### src/verilog/rsse_pkg.sv
// =====================================================================
// shared types and constants for the rotate, subtract and skip slice
package rsse_pkg;

    // =================================================================
    // widths and positions
    localparam int DATA_W = 8;                    // data byte width
    localparam int SEL_W = 3;                     // bit select width
    localparam int MSB_POS = 7;                   // top bit of a byte
    localparam int LSB_POS = 0;                   // bottom bit of a byte
    localparam int NIB_W = 4;                     // low nibble width

    // =================================================================
    // fixed byte values
    localparam logic [7:0] BYTE_ONES = 8'hFF;     // whole-byte set value
    localparam logic [7:0] BYTE_ZERO = 8'h00;     // zero compare value
    localparam logic [7:0] BYTE_STEP = 8'h01;     // increment step
    localparam logic [7:0] ACC_RESET = 8'h00;     // accumulator at reset

    // =================================================================
    // cycle costs of one instruction
    localparam int PLAIN_CYCLES = 1;              // no skip taken
    localparam int SKIP_CYCLES = 2;               // skip adds a dummy

    // =================================================================
    // operations this slice executes
    typedef enum logic [3:0] {
        rotate_left_via_carry_mem,
        rotate_left_via_carry_to_acc,
        rotate_right_mem,
        rotate_right_to_acc,
        rotate_right_via_carry_mem,
        rotate_right_via_carry_to_acc,
        subtract_borrow_to_acc,
        subtract_borrow_to_mem,
        dec_skip_zero_mem,
        dec_skip_zero_to_acc,
        set_byte_mem,
        set_bit_mem,
        inc_skip_zero_mem,
        inc_skip_zero_to_acc,
        skip_if_bit_set
    } op_t;

    // status flags kept by the slice
    typedef struct packed {
        logic signed_wrap_flag;                   // signed overflow
        logic zero_flag;                          // result was zero
        logic nibble_carry_flag;                  // carry out of bit 3
        logic carry_flag;                         // carry out of bit 7
    } flags_t;

    localparam flags_t FLAGS_RESET = '0;          // all flags clear

    // one instruction handed to the slice
    typedef struct packed {
        op_t op;                                  // operation
        logic [2:0] bit_sel;                      // bit index for bit ops
        logic [7:0] mem_byte;                     // data memory operand
    } req_t;

endpackage
### src/verilog/rotate_subtract_skip_exec.sv
// Notes on behaviour
// - memory left rotate through carry, carry only
// - same rotate into accumulator, memory kept
// - memory right rotate, bit0 to bit7
// - right rotate into accumulator, no flags
// - memory right rotate through carry
// - right rotate through carry into accumulator
// - acc plus inverted byte plus carry
// - same sum written back to memory
// - decrement memory, skip when result zero
// - decrement into accumulator, skip on zero
// - whole byte set to all ones
// - set only selected bit to one
// - increment memory, skip on wrap zero
// - increment into accumulator, skip on zero
// - skip when selected bit is one
// - skip discards prefetch, adds dummy cycle
`timescale 1ns/1ps
module rotate_subtract_skip_exec
    import rsse_pkg::*;
(
    // clock, enable, reset
    input wire logic core_clk_i,
    input wire logic clk_en_i,
    input wire logic rst_i,
    // instruction issue
    input wire logic issue_valid_i,
    input wire req_t issue_req_i,
    output logic issue_ready_o,
    // accumulator and flag preset
    input wire logic preset_i,
    input wire logic [7:0] preset_acc_i,
    input wire flags_t preset_flags_i,
    // data memory write back
    output logic mem_we_o,
    output logic [7:0] mem_wdata_o,
    // core state
    output logic [7:0] acc_o,
    output flags_t flags_o,
    // sequencing
    output logic discard_o,
    output logic done_o
);

    // =================================================================
    // sequencer states
    typedef enum logic {
        st_run,                                   // ready for an issue
        st_dummy                                  // skip dummy cycle
    } seq_state_t;

    // =================================================================
    // registered state
    seq_state_t state;                            // sequencer state
    logic [7:0] acc;                              // accumulator
    flags_t flags;                                // status flags
    logic mem_we;                                 // write back strobe
    logic [7:0] mem_wdata;                        // write back byte
    logic discard;                                // prefetch discard
    logic done;                                   // instruction end

    // next values
    // every next value below is computed in one of the combs
    seq_state_t next_state;
    logic [7:0] next_acc;
    flags_t next_flags;
    logic next_mem_we;
    logic [7:0] next_mem_wdata;
    logic next_discard;
    logic next_done;

    // =================================================================
    // datapath helpers
    logic take;                                   // issue accepted
    logic [7:0] m;                                // operand byte
    logic [7:0] m_inv;                            // inverted operand
    logic [7:0] rot_lc;                           // left via carry
    logic [7:0] rot_r;                            // plain right
    logic [7:0] rot_rc;                           // right via carry
    logic [8:0] sub_sum;                          // nine bit sum
    logic [4:0] sub_low;                          // low nibble sum
    logic [7:0] sub_res;                          // eight bit result
    logic sub_wrap; // signed overflow
    logic [7:0] dec_res;                          // byte minus one
    logic [7:0] inc_res;                          // byte plus one
    logic [7:0] bit_mask;                         // selected bit mask
    logic sel_bit;                                // selected bit value
    logic skip;                                   // skip condition met

    // handshake is combinational: only refused during a dummy cycle
    // a request held through the dummy cycle is simply not taken
    assign issue_ready_o = (state == st_run);
    assign take = clk_en_i && issue_valid_i && issue_ready_o;
    assign m = issue_req_i.mem_byte;
    assign m_inv = ~m;

    // =================================================================
    // rotate results, built from the operand, the through-carry forms also from the old carry
    // the bit that falls out is picked up in the execution case
    // left through carry: old carry enters bit 0
    assign rot_lc = {m[MSB_POS-1:LSB_POS], flags.carry_flag};
    // plain right: bit 0 wraps to the top
    assign rot_r = {m[LSB_POS], m[MSB_POS:LSB_POS+1]};
    // right through carry: old carry enters the top
    assign rot_rc = {flags.carry_flag, m[MSB_POS:LSB_POS+1]};

    // =================================================================
    // subtract with borrow as acc + ~m + carry
    // the carry flag acts as an inverted borrow, so carry set
    // means no borrow is taken
    assign sub_sum = {1'b0, acc} + {1'b0, m_inv}
        + {8'h00, flags.carry_flag};
    assign sub_low = {1'b0, acc[NIB_W-1:0]} + {1'b0, m_inv[NIB_W-1:0]}
        + {4'h0, flags.carry_flag};
    // the nibble sum is kept apart only to give the half carry
    assign sub_res = sub_sum[7:0];
    // overflow when both addends share a sign the result lacks
    // one sign check covers both subtract forms
    assign sub_wrap = (acc[MSB_POS] == m_inv[MSB_POS])
        && (sub_res[MSB_POS] != acc[MSB_POS]);

    // =================================================================
    // increment, decrement and bit select
    // both wrap at the byte edge; a zero result raises the skip, which for increment is the wrap
    assign dec_res = m - BYTE_STEP;
    assign inc_res = m + BYTE_STEP;
    // all eight positions are legal, so no index is refused
    assign bit_mask = BYTE_STEP << issue_req_i.bit_sel;
    assign sel_bit = |(m & bit_mask);

    // =================================================================
    // skip condition per operation
    // it looks only at the operand, never at the accumulator
    always_comb begin
        case (issue_req_i.op)
            dec_skip_zero_mem,
            dec_skip_zero_to_acc: begin
                skip = (dec_res == BYTE_ZERO);
            end
            inc_skip_zero_mem,
            inc_skip_zero_to_acc: begin
                skip = (inc_res == BYTE_ZERO);
            end
            skip_if_bit_set: begin
                skip = sel_bit;
            end
            default: begin
                // rotates, subtracts and sets never skip
                skip = 1'b0;
            end
        endcase
    end

    // =================================================================
    // execution: accumulator, flags and memory write back
    // preset only applies when no instruction is taken that cycle
    // memory forms pulse the write strobe, accumulator forms never do
    always_comb begin
        next_acc = acc;
        next_flags = flags;
        next_mem_we = 1'b0;
        next_mem_wdata = mem_wdata;
        if (take) begin
            case (issue_req_i.op)
                rotate_left_via_carry_mem: begin
                    next_mem_we = 1'b1;
                    next_mem_wdata = rot_lc;
                    next_flags.carry_flag = m[MSB_POS];
                end
                rotate_left_via_carry_to_acc: begin
                    next_acc = rot_lc;
                    next_flags.carry_flag = m[MSB_POS];
                end
                rotate_right_mem: begin
                    next_mem_we = 1'b1;
                    next_mem_wdata = rot_r;
                end
                rotate_right_to_acc: begin
                    next_acc = rot_r;
                end
                rotate_right_via_carry_mem: begin
                    next_mem_we = 1'b1;
                    next_mem_wdata = rot_rc;
                    next_flags.carry_flag = m[LSB_POS];
                end
                rotate_right_via_carry_to_acc: begin
                    next_acc = rot_rc;
                    next_flags.carry_flag = m[LSB_POS];
                end
                subtract_borrow_to_acc,
                subtract_borrow_to_mem: begin
                    // both forms update the four arithmetic flags
                    if (issue_req_i.op == subtract_borrow_to_acc) begin
                        next_acc = sub_res;
                    end else begin
                        next_mem_we = 1'b1;
                        next_mem_wdata = sub_res;
                    end
                    next_flags.signed_wrap_flag = sub_wrap;
                    next_flags.zero_flag = (sub_res == BYTE_ZERO);
                    next_flags.nibble_carry_flag = sub_low[NIB_W];
                    next_flags.carry_flag = sub_sum[DATA_W];
                end
                dec_skip_zero_mem: begin
                    next_mem_we = 1'b1;
                    next_mem_wdata = dec_res;
                end
                dec_skip_zero_to_acc: begin
                    next_acc = dec_res;
                end
                set_byte_mem: begin
                    next_mem_we = 1'b1;
                    next_mem_wdata = BYTE_ONES;
                end
                set_bit_mem: begin
                    next_mem_we = 1'b1;
                    next_mem_wdata = m | bit_mask;
                end
                inc_skip_zero_mem: begin
                    next_mem_we = 1'b1;
                    next_mem_wdata = inc_res;
                end
                inc_skip_zero_to_acc: begin
                    next_acc = inc_res;
                end
                default: begin
                    // bit test touches neither memory nor flags
                end
            endcase
        end else if (clk_en_i && preset_i) begin
            // load a known accumulator and flag state
            next_acc = preset_acc_i;
            next_flags = preset_flags_i;
        end
    end

    // =================================================================
    // sequencer: one cycle, or two when a skip is taken
    // the dummy cycle stands in for the discarded prefetch, so the
    // issue port is closed for exactly that one cycle
    always_comb begin
        next_state = state;
        next_discard = 1'b0;
        next_done = 1'b0;
        case (state)
            st_run: begin
                if (take && skip) begin
                    next_state = st_dummy;
                    next_discard = 1'b1;
                end else if (take) begin
                    next_done = 1'b1;
                end
            end
            st_dummy: begin
                // the issue port stays closed for this one cycle
                if (clk_en_i) begin
                    next_state = st_run;
                    next_done = 1'b1;
                end else begin
                    // hold the discard while frozen
                    next_discard = discard;
                end
            end
            default: begin
                next_state = st_run;
            end
        endcase
    end

    // =================================================================
    // state registers, frozen while the enable is low
    // reset wins over a low enable so the core always recovers
    always_ff @(posedge core_clk_i) begin
        if (rst_i) begin
            state <= st_run;
            acc <= ACC_RESET;
            flags <= FLAGS_RESET;
            mem_we <= 1'b0;
            mem_wdata <= BYTE_ZERO;
            discard <= 1'b0;
            done <= 1'b0;
        end else if (clk_en_i) begin
            state <= next_state;
            acc <= next_acc;
            flags <= next_flags;
            mem_we <= next_mem_we;
            mem_wdata <= next_mem_wdata;
            discard <= next_discard;
            done <= next_done;
        end
    end

    // =================================================================
    // outputs straight from flops
    // no logic after the flops keeps the pin timing clean
    assign mem_we_o = mem_we;
    assign mem_wdata_o = mem_wdata;
    assign acc_o = acc;
    assign flags_o = flags;
    assign discard_o = discard;
    assign done_o = done;

endmodule

### config.mk
export PLATFORM = sky130hd
export DESIGN_NAME = rotate_subtract_skip_exec
export DESIGN_NICKNAME = d
export VERILOG_FILES = /design/src/verilog/rsse_pkg.sv /design/src/verilog/rotate_subtract_skip_exec.sv
export SDC_FILE = /design/constraint.sdc
export NUM_CORES = 1
export LEC_CHECK = 0
export ABC_CLOCK_PERIOD_IN_PS = 2900
export BUFFER_PORTS_ARGS = -buffer_cell sky130_fd_sc_hd__buf_2
export CAP_MARGIN = 20
export CORE_MARGIN = 8
export CORE_UTILIZATION = 57
export CTS_CLUSTER_DIAMETER = 150
export DETAILED_ROUTE_END_ITERATION = 8
export GPL_TIMING_DRIVEN = 0
export PLACE_DENSITY_LB_ADDON = 0.2
export SKIP_CTS_REPAIR_TIMING = 1
export SKIP_LAST_GASP = 1
export SYNTH_ARGS = -nofsm -noshare
export SYNTH_HDL_FRONTEND = slang
export SYNTH_SLANG_ARGS = --single-unit
### constraint.sdc
create_clock -name core_clk_i -period 2.9 [get_ports core_clk_i]
set_input_delay 0.145 -clock core_clk_i [delete_from_list [all_inputs] [get_ports core_clk_i]]
set_output_delay 0.145 -clock core_clk_i [all_outputs]
set_load 0.05 [all_outputs]
==> summary.txt <==
Power and ir drop
  – Maximum VDD drop: 0.000251 V
  – Power, Total: 1.10 mW
  – P per Cell Area: 338 nW/um2
  – Leak Pwr: 1.30 nW

Die
  – Die Y: 86.9 um
  – Die area: 7550 um2
  – FP Rows: 26
  – Ports: 56
  – Starting Density: 57.6%
  – Core area: 4980 um2
  – Die width: 86.9 um

Setup path
  – Critical Path End Type: flop
  – Worst Path Arrival: 2.95 ns
  – Critical path start-end classification: reg2reg
  – Setup crit start: flags_o[0]
  – Worst R2R Start: flags_o[0]
  – Crit path launch type: flop
  – Required time of the critical path: 3.08 ns
  – Crit Path Max Fanout: 6

Global route
  – Initial antenna violation count: 0
  – Busiest metal layer after global routing: met2
  – Number of global-route vias before repair: 3475
  – Met2 Track Usage GR: 48.3%
  – Pin count of the biggest net entering global routing: 14
  – Global-route wire length before repair: 18100 um
  – Total global routing overflow: 0
  – Met1 Usage GRT: 39.3%
  – Gr usage total: 30.8%
  – GR Util met3: 7.74%

Placed design
  – Post-Place Cells: 535
  – Placement Setup Slack: -0.490 ns
  – Global placement routability congestion: 0.986
  – DP Wirelength: 9090 um
  – IO Port Bufs: 51

Final layout
  – Share of layout cells above drive strength 1: 16.7%
  – Area grow syn2layout: 13.7%
  – Layout filler cell count: 474
  – Fin cells: 538
  – # diodes: 0
  – Nets: 513
  – Area occupied by multi-input gates: 2200 um2
  – Register area: 462 um2

Logic synthesis
  – Synth Area in XOR/XNOR: 3.97%
  – Main combinational cell family by area after synthesis: compound AO/OA/AOI/OAI gates
  – Yosys top cell area share: 16.1%
  – Synthesized flop and latch total: 23
  – Mean Syn Cell Area: 6.92 um2
  – Synth Area in Simple Gates: 27.2%
  – Dominant cell type by area after synthesis: dfxtp_1
  – Synth top area cells: dfxtp_1 (16%), nor2_1 (6.2%), a21oi_1 (5.1%)
  – Mux contribution to synthesized area: 3.49%
  – Compound-Gate Fraction of Synth Area: 36.3%
  – Area share of fa/ha/maj cells after synthesis: 5.76%
  – Yosys cell types: 61
  – Ys flop type: dfxtp_1
  – Mapped Cells: 414
  – Synthesized area: 2870 um2
  – Asr flop ratio synth: 0%
  – Synth Net Count: 458
  – Post-synth EDFFs: 0
  – Seq/Total Area, Yosys: 16.1%
  – Yosys Warn Count: 0

STA
  – Final hold violations: 0
  – Tcrit/Tclk final: 95.4%
  – Worst-Margin Slew: 0.727 ns
  – Worst rel slew slack: 51.5%
  – Peak Freq: 361 MHz
  – Final setup viols: 0
  – Final Max Slew Viols: 0
  – Fin crit period: 2.77 ns
  – Clock skew: 0.00694 ns
  – Final WS setup: 0.132 ns
  – RSZ-0062 raised after global routing: false

Route
  – DR DRC count: 0
  – Via density: 7.01
  – Detailed-route wire length per cell: 22.0 um
  – Final WL: 11900 um
  – Post-route ant nets: 0
  – Drt pass-1 iters: 6
  – DRT iter0 DRCs: 502
  – Vias: 3772

Flow run
  – Max_cap viols: 0

Clock tree
  – CTS sink cnt: 23
  – Total CTS buffers: 3
  – Clock root buffer master: clkbuf_8
  – Htree depth: 1
  – Worst-path clk slew: 0.09 ns
  – TritonCTS clock tree: yes
  – Longest Clk Path Bufs: 2
  – Clk_lat worst skew: 0.28 ns

Run status
  – Status: finished, final reports clean

Hold path
  – Hold crit path type: in2reg
  – Worst Hold Launch: preset_flags_i[3]
stage by stage:
stage	utilization, %	cell area [um2]	setup TNS (ns)	hold slack, ns
2_1_floorplan	-	2870	0	0.316
3_3_place_gp	64.5	3210	-1.17	0.418
3_5_place_dp	64.5	3210	-2.16	0.421
4_1_cts	65.4	3250	-0.370	0.139
5_1_grt	65.4	3260	0	0.141
6_report	65.4	3260	0	0.140
sequential cells by signal, summed over array words and instances (netlist names):
name,count
done_o,1
discard_o,1
mem_wdata_o,8
acc_o,8
flags_o,4
mem_we_o,1
layout make-up:
type                       count  share of cell area [%]
sequential                    23                    14.2
clock buffer                   3                    1.27
clock inverter                 1                   0.154
timing repair buffer          51                    7.84
inverter                      21                    2.42
tap                           70                    2.69
buffer                        29                    3.84
multi-input combinational    340                    67.6
layer usage:
metal / wire (um) / share of wire [%]
met1: 4600 / 39
met4: 388 / 3.3
met2: 5470 / 46
met3: 1390 / 12
met5: 0 / 0
path summary, 6_finish.rpt:
| check | end | slack [ns] | cells after the start |
|---|---|---|---|
| worst max-delay path | acc_o[6] | 0.13 | 9 |
| worst min-delay path | flags_o[3] | 0.14 | 3 |
| worst max register to register | acc_o[6] | 0.13 | 9 |
| worst min register to register | mem_wdata_o[4] | 0.47 | 2 |
worst max-delay path: stages (launching register included):
cell	delay, ns
dfxtp_2	0.43
fa_1	0.26
inv_1	0.07
fa_1	0.39
nand2b_1	0.20
a21oi_2	0.20
or4_1	0.16
a31oi_1	0.17
or4_1	0.57
a22o_1	0.23
cells in the final DEF, fill, tap and decap left out, drive strengths merged, types with 4 or more instances in the layout:
| master | count |
|---|---|
| xnor2 | 9 |
| nor2 | 47 |
| nor2b | 5 |
| a22oi | 4 |
| a221oi | 8 |
| a21oi | 29 |
| o211ai | 9 |
| o32ai | 4 |
| nand2 | 30 |
| o31ai | 4 |
| nand4 | 5 |
| nand3 | 14 |
| ha | 10 |
| and3 | 5 |
| nand2b | 12 |
| buf | 65 |
| xor2 | 4 |
| inv | 21 |
| o21ai | 28 |
| a211oi | 5 |
| o22ai | 13 |
| clkbuf | 18 |
| a31oi | 6 |
| mux2i | 10 |
| nor3 | 16 |
| dfxtp | 23 |
| a32o | 6 |
| nor4 | 7 |
synthesized netlist by cell type, types with 3 or more instances:
| library cell | count |
|---|---|
| nor2_1 | 47 |
| nand2_1 | 30 |
| a21oi_1 | 29 |
| o21ai_0 | 28 |
| dfxtp_1 | 23 |
| inv_1 | 21 |
| clkbuf_1 | 16 |
| nor3_1 | 16 |
| nand3_1 | 14 |
| buf_2 | 12 |
| nand2b_1 | 12 |
| o22ai_1 | 12 |
| ha_1 | 10 |
| mux2i_1 | 10 |
| o211ai_1 | 9 |
| xnor2_1 | 9 |
| a221oi_1 | 6 |
| a31oi_1 | 6 |
| a32o_1 | 6 |
| nor4_1 | 6 |
| a211oi_1 | 5 |
| and3_1 | 5 |
| nand4_1 | 5 |
| nor2b_1 | 5 |
| a22oi_1 | 4 |
| o31ai_1 | 4 |
| o32ai_1 | 4 |
| xor2_1 | 4 |
| a221o_1 | 3 |
| a22o_1 | 3 |
| nand3b_1 | 3 |
| o21bai_1 | 3 |
| o221ai_1 | 3 |
| or2_2 | 3 |
| or3_1 | 3 |
kinds of logic (layout without fill, tap and decap cells):
group / count (synthesis) / in the layout
compound gates: 148 / 148
flops: 23 / 23
buf+inv: 51 / 105
xor+xnor: 13 / 13
mux: 10 / 10
simple gates: 157 / 157
fa+ha+maj: 12 / 12
power breakdown:
group	leakage, nW	internal, mW	switching, mW	total (mW)
clock network	0.0255	0.0965	0.120	0.216
logic	1.08	0.167	0.365	0.533
registers	0.188	0.335	0.0152	0.350
(Power assumes the default switching activity.)
